`src/iox_map.svh`:
```
// Constants for the I/O expander serial register port: register offsets,
// power-up values, configuration bit positions and bus framing counts.
// Assumes it is included by the package and by each file that uses its macros.
`ifndef IOX_MAP_SVH
`define IOX_MAP_SVH

// Register offsets (command byte values)
`define IOX_REG_INPUT   8'h00
`define IOX_REG_BLINK0  8'h01
`define IOX_REG_DIR     8'h03
`define IOX_REG_BLINK1  8'h09
`define IOX_REG_MASTER  8'h0E
`define IOX_REG_CONFIG  8'h0F
`define IOX_REG_INT10   8'h10
`define IOX_REG_INT32   8'h11
`define IOX_REG_INT54   8'h12
`define IOX_REG_INT76   8'h13

// Power-up values
`define IOX_RST_BLINK   8'hFF
`define IOX_RST_DIR     8'hFF
`define IOX_RST_MASTER  8'h0F
`define IOX_RST_CONFIG  6'h0C
`define IOX_RST_INTENS  8'hFF

// Configuration register layout: D5..D0 stored, D6 reads zero, D7 flag
`define IOX_CFG_STORE_W 6
`define IOX_CFG_D6      1'h0

// Strap connection codes on each two-bit strap input
`define IOX_STRAP_GND   2'h0
`define IOX_STRAP_VCC   2'h1
`define IOX_STRAP_SCL   2'h2
`define IOX_STRAP_SDA   2'h3

// Framing
`define IOX_BYTE_BITS   4'h8
`define IOX_FIRST_BIT   4'h1
`define IOX_IDX_ADDR    2'h0
`define IOX_IDX_CMD     2'h1
`define IOX_IDX_DATA    2'h2
`define IOX_UNMAPPED    8'h00

`endif

```
`src/iox_pkg.sv`:
```
// Types and shared helper functions of the I/O expander serial port.
// Assumes the constant header is on the include path.
package iox_pkg;
`include "iox_map.svh"

  // Serial engine states
  typedef enum logic [2:0] {
    IOX_IDLE, IOX_RX, IOX_RACK, IOX_TX, IOX_TACK
  } iox_state_e;

  // Pointer advance after each data byte: fixed registers hold,
  // intensity group circulates 0x10..0x13
  function automatic logic [7:0] iox_next_ptr(input logic [7:0] p);
    case (p)
      `IOX_REG_INT10: iox_next_ptr = `IOX_REG_INT32;
      `IOX_REG_INT32: iox_next_ptr = `IOX_REG_INT54;
      `IOX_REG_INT54: iox_next_ptr = `IOX_REG_INT76;
      `IOX_REG_INT76: iox_next_ptr = `IOX_REG_INT10;
      default:        iox_next_ptr = p;
    endcase
  endfunction

  // Slave address from strap codes; bit 1 of a code marks a bus line,
  // bit 0 marks supply or data line
  function automatic logic [6:0] iox_strap_addr(input logic [1:0] hi,
                                                input logic [1:0] mid,
                                                input logic [1:0] lo);
    iox_strap_addr[6] = hi[1];
    iox_strap_addr[2] = hi[0];
    iox_strap_addr[5] = ~mid[1];
    iox_strap_addr[4] = mid[1];
    iox_strap_addr[1] = mid[0];
    iox_strap_addr[3] = lo[1];
    iox_strap_addr[0] = lo[0];
  endfunction
endpackage

```
`src/iox_sync.sv`:
```
// Two-flop synchroniser for signals arriving from outside the clock domain.
// Assumes the inputs are independent levels; multi-bit words are not coherent.
`timescale 1ns/1ps
module iox_sync #(
  parameter int W = 1
) (
  // Clock
  input  wire logic         clk,
  // Asynchronous level in, synchronised level out
  input  wire logic [W-1:0] async_in,
  output logic      [W-1:0] sync_out
);
  logic [W-1:0] meta;      // First stage, read only by the second
  logic [W-1:0] next_meta; // Next first stage
  logic [W-1:0] next_out;  // Next second stage

  // Next values
  always_comb begin
    next_meta = async_in;
    next_out  = meta;
  end

  // No reset: true levels are already in place when reset releases
  always_ff @(posedge clk) begin
    meta     <= next_meta;
    sync_out <= next_out;
  end
endmodule

```
`src/iox_change_detect.sv`:
```
// Transition detector: compares live port levels against a stored sample.
// Assumes live levels are already synchronised to clk.
`timescale 1ns/1ps
module iox_change_detect #(
  parameter int W = 8
) (
  // Clock and reset
  input  wire logic         clk,
  input  wire logic         reset,
  // Live levels, direction (1 = input) and resample strobe
  input  wire logic [W-1:0] live,
  input  wire logic [W-1:0] direction,
  input  wire logic         resample,
  // Interrupt condition
  output logic              irq_flag
);
  logic [W-1:0] sample;      // Compared snapshot
  logic         primed;      // Snapshot taken since reset
  logic [W-1:0] next_sample; // Next snapshot
  logic         next_primed; // Next primed
  logic         next_irq;    // Next interrupt condition

  // Snapshot on the first cycle after reset and on each resample request;
  // the compare uses the snapshot regardless of direction history, so a
  // port turned to input compares against a stale value
  always_comb begin
    next_primed = 1'b1;
    next_sample = sample;
    if (!primed || resample) begin
      next_sample = live;
    end
    // Self-clearing: only a live mismatch on an input holds the flag
    next_irq = primed && !resample && |((live ^ sample) & direction);
  end

  // Registers
  always_ff @(posedge clk) begin
    if (reset) begin
      sample   <= '0;
      primed   <= 1'b0;
      irq_flag <= 1'b0;
    end else begin
      sample   <= next_sample;
      primed   <= next_primed;
      irq_flag <= next_irq;
    end
  end
endmodule

```
`src/iox_serial_port.sv`:
```
// Serial-slave register port of an 8-port I/O expander.
// Assumes SCL and SDA arrive from an external master at a rate well below
// clk/8; straps are static two-bit connection codes.
`timescale 1ns/1ps
`include "iox_map.svh"
module iox_serial_port #(
  parameter int PORTS = 8
) (
  // Clock and reset
  input  wire logic             clk,
  input  wire logic             reset,
  // Serial bus pins
  input  wire logic             scl_in,
  input  wire logic             sda_in,
  output logic                  sda_out,
  output logic                  sda_oe,
  // Address straps (connection codes)
  input  wire logic [1:0]       addr_strap_high,
  input  wire logic [1:0]       addr_strap_mid,
  input  wire logic [1:0]       addr_strap_low,
  // Port pin levels
  input  wire logic [PORTS-1:0] port_levels,
  // Register contents for the output logic
  output logic      [7:0]       blink_phase0_outputs,
  output logic      [PORTS-1:0] port_direction,
  output logic      [7:0]       blink_phase1_outputs,
  output logic      [7:0]       master_and_aux_intensity,
  output logic      [`IOX_CFG_STORE_W-1:0] device_configuration,
  output logic      [7:0]       intensity_ports_1_0,
  output logic      [7:0]       intensity_ports_3_2,
  output logic      [7:0]       intensity_ports_5_4,
  output logic      [7:0]       intensity_ports_7_6,
  // Interrupt condition
  output logic                  irq_flag
);
  import iox_pkg::*;

  // Synchronised pins
  logic [1:0]       bus_s;     // {scl, sda}
  logic [5:0]       strap_s;   // {high, mid, low}
  logic [PORTS-1:0] ports_s;   // Port levels
  logic             scl_s;     // Synchronised clock line
  logic             sda_s;     // Synchronised data line

  // Edge history and decoded bus events
  logic             scl_d;     // Previous clock line
  logic             sda_d;     // Previous data line
  logic             scl_rise;  // Clock rising
  logic             scl_fall;  // Clock falling
  logic             bus_start; // Start or repeated start
  logic             bus_stop;  // Stop

  // Engine state
  iox_state_e       state;     // Serial engine state
  logic [3:0]       bit_cnt;   // Bits moved in this byte
  logic [7:0]       shift;     // Byte shifter
  logic [1:0]       byte_idx;  // Address, command or data byte
  logic             is_read;   // Direction of this transfer
  logic             master_ack; // Master acknowledged last byte
  logic [7:0]       ptr;       // Stored command byte
  logic [6:0]       slave_addr; // Strap-decoded address

  // Next values
  iox_state_e       next_state;
  logic [3:0]       next_bit_cnt;
  logic [7:0]       next_shift;
  logic [1:0]       next_byte_idx;
  logic             next_is_read;
  logic             next_master_ack;
  logic [7:0]       next_ptr;
  logic             next_sda_oe;
  logic [6:0]       next_slave_addr;
  logic [7:0]       next_blink0;
  logic [PORTS-1:0] next_dir;
  logic [7:0]       next_blink1;
  logic [7:0]       next_master;
  logic [`IOX_CFG_STORE_W-1:0] next_config;
  logic [7:0]       next_int10;
  logic [7:0]       next_int32;
  logic [7:0]       next_int54;
  logic [7:0]       next_int76;

  // Strobes inside one cycle
  logic             do_write;  // Store received data byte at pointer
  logic             do_load;   // Fetch byte at pointer for transmit
  logic             resample;  // Refresh the transition snapshot
  logic [7:0]       rd_byte;   // Register selected by pointer

  // Pin synchronisers; the bus lines must settle before edge detection
  iox_sync #(.W(2)) u_bus_sync (
    .clk      (clk),
    .async_in ({scl_in, sda_in}),
    .sync_out (bus_s)
  );

  iox_sync #(.W(6)) u_strap_sync (
    .clk      (clk),
    .async_in ({addr_strap_high, addr_strap_mid, addr_strap_low}),
    .sync_out (strap_s)
  );

  iox_sync #(.W(PORTS)) u_port_sync (
    .clk      (clk),
    .async_in (port_levels),
    .sync_out (ports_s)
  );

  // Transition detection on ports marked as inputs
  iox_change_detect #(.W(PORTS)) u_change (
    .clk       (clk),
    .reset     (reset),
    .live      (ports_s),
    .direction (port_direction),
    .resample  (resample),
    .irq_flag  (irq_flag)
  );

  // Bus event decode from synchronised lines
  always_comb begin
    scl_s     = bus_s[1];
    sda_s     = bus_s[0];
    scl_rise  = scl_s && !scl_d;
    scl_fall  = !scl_s && scl_d;
    bus_start = scl_s && scl_d && sda_d && !sda_s;
    bus_stop  = scl_s && scl_d && !sda_d && sda_s;
  end

  // Read mux; unmapped offsets return a fixed filler byte
  always_comb begin
    case (ptr)
      `IOX_REG_INPUT:  rd_byte = ports_s;
      `IOX_REG_BLINK0: rd_byte = blink_phase0_outputs;
      `IOX_REG_DIR:    rd_byte = port_direction;
      `IOX_REG_BLINK1: rd_byte = blink_phase1_outputs;
      `IOX_REG_MASTER: rd_byte = master_and_aux_intensity;
      // Flag in D7, D6 reads zero, rest as written
      `IOX_REG_CONFIG: rd_byte = {irq_flag, `IOX_CFG_D6, device_configuration};
      `IOX_REG_INT10:  rd_byte = intensity_ports_1_0;
      `IOX_REG_INT32:  rd_byte = intensity_ports_3_2;
      `IOX_REG_INT54:  rd_byte = intensity_ports_5_4;
      `IOX_REG_INT76:  rd_byte = intensity_ports_7_6;
      default:         rd_byte = `IOX_UNMAPPED;
    endcase
  end

  // Serial engine: start and stop override any state so a broken frame
  // never leaves the data line held low
  always_comb begin
    next_state      = state;
    next_bit_cnt    = bit_cnt;
    next_shift      = shift;
    next_byte_idx   = byte_idx;
    next_is_read    = is_read;
    next_master_ack = master_ack;
    next_ptr        = ptr;
    next_sda_oe     = sda_oe;
    next_slave_addr = iox_strap_addr(strap_s[5:4], strap_s[3:2], strap_s[1:0]);
    do_write        = 1'b0;
    do_load         = 1'b0;
    if (bus_start) begin
      // Fresh frame; the pointer survives a repeated start
      next_state    = IOX_RX;
      next_bit_cnt  = '0;
      next_byte_idx = `IOX_IDX_ADDR;
      next_sda_oe   = 1'b0;
    end else if (bus_stop) begin
      // Stop after the command byte leaves only the pointer changed
      next_state  = IOX_IDLE;
      next_sda_oe = 1'b0;
    end else begin
      case (state)
        IOX_IDLE: begin
          next_sda_oe = 1'b0;
        end
        IOX_RX: begin
          if (scl_rise) begin
            next_shift   = {shift[6:0], sda_s};
            next_bit_cnt = bit_cnt + `IOX_FIRST_BIT;
          end else if (scl_fall && bit_cnt == `IOX_BYTE_BITS) begin
            // Byte complete: acknowledge on this falling edge
            next_state  = IOX_RACK;
            next_sda_oe = 1'b1;
            case (byte_idx)
              `IOX_IDX_ADDR: begin
                if (shift[7:1] == slave_addr) begin
                  next_is_read  = shift[0];
                  next_byte_idx = `IOX_IDX_CMD;
                end else begin
                  // Not ours: stay off the bus until the next start
                  next_state  = IOX_IDLE;
                  next_sda_oe = 1'b0;
                end
              end
              `IOX_IDX_CMD: begin
                next_ptr      = shift;
                next_byte_idx = `IOX_IDX_DATA;
              end
              default: begin
                do_write = 1'b1;
                next_ptr = iox_next_ptr(ptr);
              end
            endcase
          end
        end
        IOX_RACK: begin
          if (scl_fall) begin
            if (is_read) begin
              do_load = 1'b1;
            end else begin
              next_sda_oe  = 1'b0;
              next_bit_cnt = '0;
              next_state   = IOX_RX;
            end
          end
        end
        IOX_TX: begin
          if (scl_fall) begin
            if (bit_cnt == `IOX_BYTE_BITS) begin
              // Release for the master's acknowledge
              next_sda_oe = 1'b0;
              next_state  = IOX_TACK;
            end else begin
              next_shift   = {shift[6:0], 1'b0};
              next_sda_oe  = ~shift[6];
              next_bit_cnt = bit_cnt + `IOX_FIRST_BIT;
            end
          end
        end
        IOX_TACK: begin
          if (scl_rise) begin
            next_master_ack = ~sda_s;
          end else if (scl_fall) begin
            if (master_ack) begin
              do_load = 1'b1;
            end else begin
              next_state = IOX_IDLE;
            end
          end
        end
        default: begin
          next_state  = IOX_IDLE;
          next_sda_oe = 1'b0;
        end
      endcase
    end
    if (do_load) begin
      // Present the pointed register MSB first, then advance
      next_shift   = rd_byte;
      next_sda_oe  = ~rd_byte[7];
      next_bit_cnt = `IOX_FIRST_BIT;
      next_ptr     = iox_next_ptr(ptr);
      next_state   = IOX_TX;
    end
  end

  // Register writes; a write at the input register offset is dropped
  always_comb begin
    next_blink0 = blink_phase0_outputs;
    next_dir    = port_direction;
    next_blink1 = blink_phase1_outputs;
    next_master = master_and_aux_intensity;
    next_config = device_configuration;
    next_int10  = intensity_ports_1_0;
    next_int32  = intensity_ports_3_2;
    next_int54  = intensity_ports_5_4;
    next_int76  = intensity_ports_7_6;
    // Reading the input register latches the levels and the snapshot
    resample    = do_load && ptr == `IOX_REG_INPUT;
    if (do_write) begin
      case (ptr)
        `IOX_REG_BLINK0: next_blink0 = shift;
        `IOX_REG_DIR:    next_dir    = shift;
        `IOX_REG_BLINK1: next_blink1 = shift;
        `IOX_REG_MASTER: next_master = shift;
        `IOX_REG_CONFIG: begin
          // D7 is status only; the write also takes a fresh snapshot
          next_config = shift[`IOX_CFG_STORE_W-1:0];
          resample    = 1'b1;
        end
        `IOX_REG_INT10:  next_int10  = shift;
        `IOX_REG_INT32:  next_int32  = shift;
        `IOX_REG_INT54:  next_int54  = shift;
        `IOX_REG_INT76:  next_int76  = shift;
        default:         next_blink0 = blink_phase0_outputs;
      endcase
    end
  end

  // Registers; power-up makes every port an input, PWM and blink off
  always_ff @(posedge clk) begin
    if (reset) begin
      scl_d                    <= 1'b1;
      sda_d                    <= 1'b1;
      state                    <= IOX_IDLE;
      bit_cnt                  <= '0;
      shift                    <= '0;
      byte_idx                 <= `IOX_IDX_ADDR;
      is_read                  <= 1'b0;
      master_ack               <= 1'b0;
      ptr                      <= `IOX_REG_INPUT;
      sda_oe                   <= 1'b0;
      sda_out                  <= 1'b0;
      slave_addr               <= '0;
      blink_phase0_outputs     <= `IOX_RST_BLINK;
      port_direction           <= `IOX_RST_DIR;
      blink_phase1_outputs     <= `IOX_RST_BLINK;
      master_and_aux_intensity <= `IOX_RST_MASTER;
      device_configuration     <= `IOX_RST_CONFIG;
      intensity_ports_1_0      <= `IOX_RST_INTENS;
      intensity_ports_3_2      <= `IOX_RST_INTENS;
      intensity_ports_5_4      <= `IOX_RST_INTENS;
      intensity_ports_7_6      <= `IOX_RST_INTENS;
    end else begin
      scl_d                    <= scl_s;
      sda_d                    <= sda_s;
      state                    <= next_state;
      bit_cnt                  <= next_bit_cnt;
      shift                    <= next_shift;
      byte_idx                 <= next_byte_idx;
      is_read                  <= next_is_read;
      master_ack               <= next_master_ack;
      ptr                      <= next_ptr;
      sda_oe                   <= next_sda_oe;
      sda_out                  <= 1'b0; // Open drain: only ever pulls low
      slave_addr               <= next_slave_addr;
      blink_phase0_outputs     <= next_blink0;
      port_direction           <= next_dir;
      blink_phase1_outputs     <= next_blink1;
      master_and_aux_intensity <= next_master;
      device_configuration     <= next_config;
      intensity_ports_1_0      <= next_int10;
      intensity_ports_3_2      <= next_int32;
      intensity_ports_5_4      <= next_int54;
      intensity_ports_7_6      <= next_int76;
    end
  end
endmodule

```
`config.mk`:
```
export PLATFORM = sky130hd
export DESIGN_NAME = iox_serial_port
export DESIGN_NICKNAME = d
export VERILOG_FILES = /design/src/iox_pkg.sv /design/src/iox_sync.sv /design/src/iox_change_detect.sv /design/src/iox_serial_port.sv
export VERILOG_INCLUDE_DIRS = /design/src
export SDC_FILE = /design/constraint.sdc
export NUM_CORES = 1
export LEC_CHECK = 0
export ABC_CLOCK_PERIOD_IN_PS = 2830
export BUFFER_PORTS_ARGS = -buffer_cell sky130_fd_sc_hd__buf_4
export CAP_MARGIN = 0
export CORE_MARGIN = 2
export CORE_UTILIZATION = 50
export DETAILED_ROUTE_END_ITERATION = 12
export PLACE_DENSITY = 0.71
export SLEW_MARGIN = 10
export SYNTH_ARGS = -nofsm -noshare
export SYNTH_HDL_FRONTEND = slang
export SYNTH_SLANG_ARGS = --single-unit
```
`constraint.sdc`:
```
create_clock -name clk -period 2.83 [get_ports clk]
set_input_delay 0.283 -clock clk [delete_from_list [all_inputs] [get_ports clk]]
set_output_delay 0.283 -clock clk [all_outputs]
set_load 0.05 [all_outputs]
```
Word level (Yosys, flattened, before mapping)
Cells that the tools add are included.
- output and inout port bits: 73
- bits in registers: 149
- bits in read-only memories: 0
- logic and storage cells: 216
- input port bits: 18
- bits in writable memories: 0
- bits in latches: 0
- memories: 0
- div/mod/pow operators: 0
- shifts and indexed selects: 0
- bitwise operators: 10
- mux-type cells: 71
- reductions and logical operators: 51
- $add $sub $neg: 1
- equal/unequal tests: 52
- $lt $le $gt $ge: 0
- multiply operators: 0
- operators with widths (kind ; number):
    8-bit 2-to-1 mux ; 12
    8-bit one-hot mux with 10 select lines ; 1
    5-bit inequality test (second input constant) ; 9
    8-bit by 5-bit equality test with 1-bit output (second input constant) ; 4
    8-bit one-hot mux with 2 select lines ; 2
    8-bit one-hot mux with 4 select lines ; 1
    1-bit 2-to-1 mux ; 30
    4-bit inequality test (second input constant) ; 7
    3-bit 2-to-1 mux ; 9
    2-bit inequality test (second input constant) ; 13
    8-bit by 4-bit equality test with 1-bit output (second input constant) ; 3
    6-bit AND reduction ; 4
    7-bit AND reduction ; 3
    4-bit 2-to-1 mux ; 5
    10-bit AND reduction ; 2
    2-bit AND reduction ; 9
    3-bit one-hot mux with 5 select lines ; 1
    2-bit 2-to-1 mux ; 6
    4-bit one-hot mux with 3 select lines ; 1
    1-bit logical AND ; 11
    3-bit inequality test (second input constant) ; 3
    8-bit AND ; 1
    8-bit by 1-bit equality test with 1-bit output (second input constant) ; 1
    8-bit by 2-bit equality test with 1-bit output (second input constant) ; 1
    other kinds (27) ; 46

Longest topological paths before layout
- word-level depth: 13
- depth in mapped cells: 9
- mapped depth without buffers: 8

By module
A second synthesis with hierarchy kept.
- cell total of the unflattened synthesis: 668
- area, all modules: 6486.2 um^2
- by module, submodules not included (module ; cells an instance ; seq. area each (um^2) ; instances ; area an instance (um^2)):
    iox_serial_port ; 583 ; 2142.1 ; 1 ; 5396.4
    iox_change_detect ; 53 ; 200.2 ; 1 ; 449.2
    iox_sync (u_port_sync) ; 16 ; 320.3 ; 1 ; 320.3
    iox_sync (u_strap_sync) ; 12 ; 240.2 ; 1 ; 240.2
    iox_sync (u_bus_sync) ; 4 ; 80.1 ; 1 ; 80.1

Worst setup path before layout
Ideal clock, no wire load.
- path type: register -> register
- from: register ptr[7]
- to: register u_change.sample[0]
- setup time: 0.128 ns
- path buffers: 2
- required time: 2.702 ns
- cell stages (with the launch flop): 9
- period minus slack after synthesis: 2.016 ns
- arrival: 1.889 ns
- slack: 0.814 ns
- path through: dfxtp_1 -> or3_4 -> or2_1 -> buf_6 -> nor3_4 -> a211o_1 -> buf_6 -> mux2i_1 -> nor2_1
- cells in the longest elaborated chain, start to end: 5
- elaborated cells between the ends (all ways): 6
- those cells by class: eq/ne (1); mux (2); reduce/logical (3)
- RTL lines (element ; RTL line ; RTL):
    start, declared ; iox_serial_port.sv:60 ; logic [7:0] ptr;
    start signal, assigned ; iox_serial_port.sv:300 ; ptr <= `IOX_REG_INPUT;
    start signal, assigned ; iox_serial_port.sv:322 ; ptr <= next_ptr;
    8-bit logical NOT ; -- ;
    1-bit logical AND (no line) ; -- ;
    1-bit 2-to-1 mux ; iox_serial_port.sv:270 ; case (ptr)
    1-bit 2-to-1 mux (*) ; iox_serial_port.sv:269 ; if (do_write) begin
    1-bit logical OR (*) ; iox_change_detect.sv:29 ; if (!primed || resample) begin
    end signal, assigned ; iox_change_detect.sv:43 ; sample <= next_sample;
    end, declared ; iox_change_detect.sv:17 ; logic [W-1:0] sample;
Mark *: on every way between the ends. The rest lies on a longest branch, timed or not.
A chain may end at the register's enable or synchronous reset.

Worst setup path in the final report
- from: register state[1]
- to: register u_change.sample[5]
- cells in the longest elaborated chain, start to end: 8
- elaborated cells between the ends (all ways): 13
- those cells by class: eq/ne (3); mux (8); reduce/logical (2)
- RTL lines (element ; RTL line ; RTL):
    start, declared ; iox_serial_port.sv:54 ; iox_state_e state;
    start signal, assigned ; iox_serial_port.sv:316 ; state <= next_state;
    3-bit equality test / 3-bit by 2-bit equality test with 1-bit output (equally long branches) ; iox_serial_port.sv:171 ; case (state)
    1-bit one-hot mux with 2 select lines ; iox_serial_port.sv:171 ;
    1-bit 2-to-1 mux ; iox_serial_port.sv:166 ; end else if (bus_stop) begin
    1-bit 2-to-1 mux ; iox_serial_port.sv:160 ; if (bus_start) begin
    1-bit logical AND (no line) ; -- ;
    1-bit 2-to-1 mux ; iox_serial_port.sv:270 ;
    1-bit 2-to-1 mux (*) ; iox_serial_port.sv:269 ;
    1-bit logical OR (*) ; iox_change_detect.sv:29 ;
Marks and branches as above.

==> results.py <==
metrics = {
    "critical_path": {
        "path_class": "flop to flop",
        "cp.required_ps": 3130,
        "crit_fanout": 14,
        "critPathLaunchType": "flop",
        "arrival_ps": 2730,
        "endpoint_kind": "flop",
    },
    "detailed_routing": {
        "routed_wl_microns": 18500,
        "dr.first_iter.drc_count": 390,
        "drc": 0,
        "avgViaCountPerCell": 5.65,
        "wl_per_cell_microns": 19.1,
        "vias": 5448,
        "dr.pass1.iters": 5,
        "ant_nets": 0,
    },
    "clock_tree": {
        "cts_tree": "built",
        "root_buffer": "clkbuf_16",
        "h-tree-depth": 4,
        "clockBufferDepth": 2,
        "cts-buffers-inserted": 17,
        "clk_latency_ps": 430,
        "postCtsResizedCells": 0,
        "post_cts_buffers": 0,
        "clk_pin_slew_ps": 60,
        "clock_sinks": 149,
    },
    "timing": {
        "rsz0062_at_grt": "no",
        "hold_viol": 0,
        "max_slew_margin_pct": 41.0,
        "fmaxAchievable_ghz": 0.411,
        "final-setup-viol-count": 0,
        "finalCritPeriodShare_pct": 85.9,
        "tightest_slew_ps": 883,
        "layout_min_cycle_time_ps": 2430,
        "final_max_slew_viol_count": 0,
        "clock_skew_ps": 7.53,
        "tns_ps": 0,
    },
    "synth": {
        "synth_flop_cell": "dfxtp_1",
        "synth_area_sq_um": 6390,
        "ys_seq_elements": 149,
        "yosysSeqAreaShare_pct": 46.7,
        "ys_warn_count": 0,
        "synth_cells": 683,
        "synth_edf_count": 0,
        "synth-async-reset-ratio_pct": 0,
        "synth_area_per_cell_sq_um": 9.36,
        "syn_nets": 703,
        "synth.distinct_cells": 73,
    },
    "global_routing": {
        "grt_pass1_wl_microns": 28500,
        "grt_usage_pct": 27.8,
        "antenna_found_initial": 0,
        "first_global_vias": 5158,
        "overflow": 0,
        "grt_start_max_net_pins": 43,
    },
    "run_status": {
        "status": "completed",
    },
    "power_and_ir_drop": {
        "p_clk_share_pct": 48.4,
        "p_comb_share_pct": 4.3,
        "ir_drop_v": 0.000448,
        "power.leakage_uw": 0.00337,
        "internal_power_uw": 3540,
        "p_switching_uw": 1060,
        "switching_share_pct": 23.0,
        "p_seq_share_pct": 47.3,
        "p_per_area_nw_per_um2": 579,
    },
    "final_layout": {
        "post-route-util_pct": 63.2,
        "design_area_sq_um": 7940,
        "layout-drive-gt1-share_pct": 20.4,
        "antenna_cells": 0,
        "area_delta_synth_final_pct": 24.3,
        "final_nets": 800,
    },
    "floorplanning": {
        "die_h_microns": 117,
        "dieWidth_microns": 117,
        "dieArea_sq_um": 13700,
        "start_util_pct": 50.8,
        "rows": 41,
        "io-pin-count": 91,
        "core_area_sq_um": 12600,
    },
    "place": {
        "port-buffer-count": 89,
        "gp_congestion": 0.911,
        "placedInstanceArea_sq_um": 7200,
        "dp_hpwl_microns": 12800,
    },
    "hold_path": {
        "hold_class": "input pin to flop",
    },
    "run": {
        "drv_cap": 0,
    },
}
metrics by stage:
step	hold WS, ps	instances	total power, uW	worst slack [ps]
3_3_place_gp	310	917	2390	611
3_5_place_dp	312	917	2400	438
4_1_cts	277	965	4620	439
2_1_floorplan	310	683	2340	814
6_report	292	965	4600	400
5_1_grt	308	965	4720	224
layout by cell type, fill, tap and decap left out, types with 6 or more instances in the layout:
master,synthesis,layout
xor2_1,12,12
clkbuf_16,0,17
mux2i_1,83,83
dlygate4sd3_1,0,16
nand3_1,11,11
nand2b_1,6,6
o22ai_1,8,8
dfxtp_1,149,149
nor2b_1,15,15
o211ai_1,13,13
inv_1,20,20
nand2_1,85,85
nor2_1,60,60
o21ai_0,23,23
nor3_1,9,9
a22oi_1,10,10
a21oi_1,29,29
buf_4,5,109
registers in the layout (all words and copies together), names as in the netlist, 7 cells and up:
name,flops
blink_phase0_outputs,8
blink_phase1_outputs,8
intensity_ports_1_0,8
intensity_ports_3_2,8
intensity_ports_5_4,8
intensity_ports_7_6,8
master_and_aux_intensity,8
port_direction,8
ptr,8
shift,8
slave_addr,7
u_change.sample,8
u_port_sync.meta,8
u_port_sync.sync_out,8
final timing paths:
| check | depth (start not counted) | start | end | slack, ps |
|---|---|---|---|---|
| setup / recovery | 6 | state[1] | u_change.sample[5] | 400 |
| hold / removal | 2 | reset | master_and_aux_intensity[5] | 290 |
| setup reg to reg | 6 | state[1] | u_change.sample[5] | 400 |
| hold reg to reg | 0 | u_port_sync.meta[1] | u_port_sync.sync_out[1] | 330 |
Yosys cell counts (all sizes together) (12+ instances only):
cell type  count  area share [%]
a21oi         29             2.3
buf           17             1.7
clkbuf        30             1.8
dfxtp        149              47
inv           22             1.3
mux2i         83              13
nand2         85             5.0
nor2          60             3.5
nor2b         15             1.5
o211ai        13             1.5
o21ai         23             1.8
xor2          12             1.6
metal layers:
| layer | track usage (%) | wire length, microns | share of wire [%] |
|---|---|---|---|
| met2 | 45.6 | 8880 | 48 |
| met1 | 35.6 | 7920 | 43 |
| met3 | 6.44 | 1110 | 6.0 |
| met4 | 11.4 | 550 | 3.0 |
| met5 | 0 | 0 | 0 |
repair_timing:
action / CTS / global route
endpoints found under the hold margin: 16 / 0
setup endpoints to repair: 0 / 0
hold buffers: 16 / 0
power groups by stage:
stage / Sequential, uW / Clock, uW / Combinational [uW]
2_1_floorplan: 2210 / 0 / 127
3_3_place_gp: 2220 / 0 / 175
3_5_place_dp: 2220 / 0 / 178
4_1_cts: 2180 / 2250 / 196
5_1_grt: 2180 / 2320 / 215
6_report: 2180 / 2220 / 198
cell type report:
type / count / area [sq um]
clock buffer: 19 / 433
clock inverter: 13 / 149
fill: 1077 / 4620
inverter: 22 / 85.1
multi-input combinational: 465 / 3100
sequential: 149 / 2980
tap: 172 / 215
timing repair buffer: 125 / 978
critical path: stages, from the launching register on:
cell and delay (ps):
dfxtp_1 620, nand3b_1 140, a211o_1 460, nor3_1 280, a211o_1 480, mux2i_1 260, nor2_1 60
logic make-up after synthesis:
| group | after synthesis | synth area share (%) |
|---|---|---|
| compound gates | 132 | 14.2 |
| xor+xnor | 16 | 2.19 |
| fa+ha+maj | 3 | 0.548 |
| buf+inv | 69 | 4.80 |
| flops | 149 | 46.7 |
| mux | 87 | 13.9 |
| other cells | 1 | 0.0587 |
| simple gates | 226 | 17.7 |
Power figures use the tool's default switching activity.
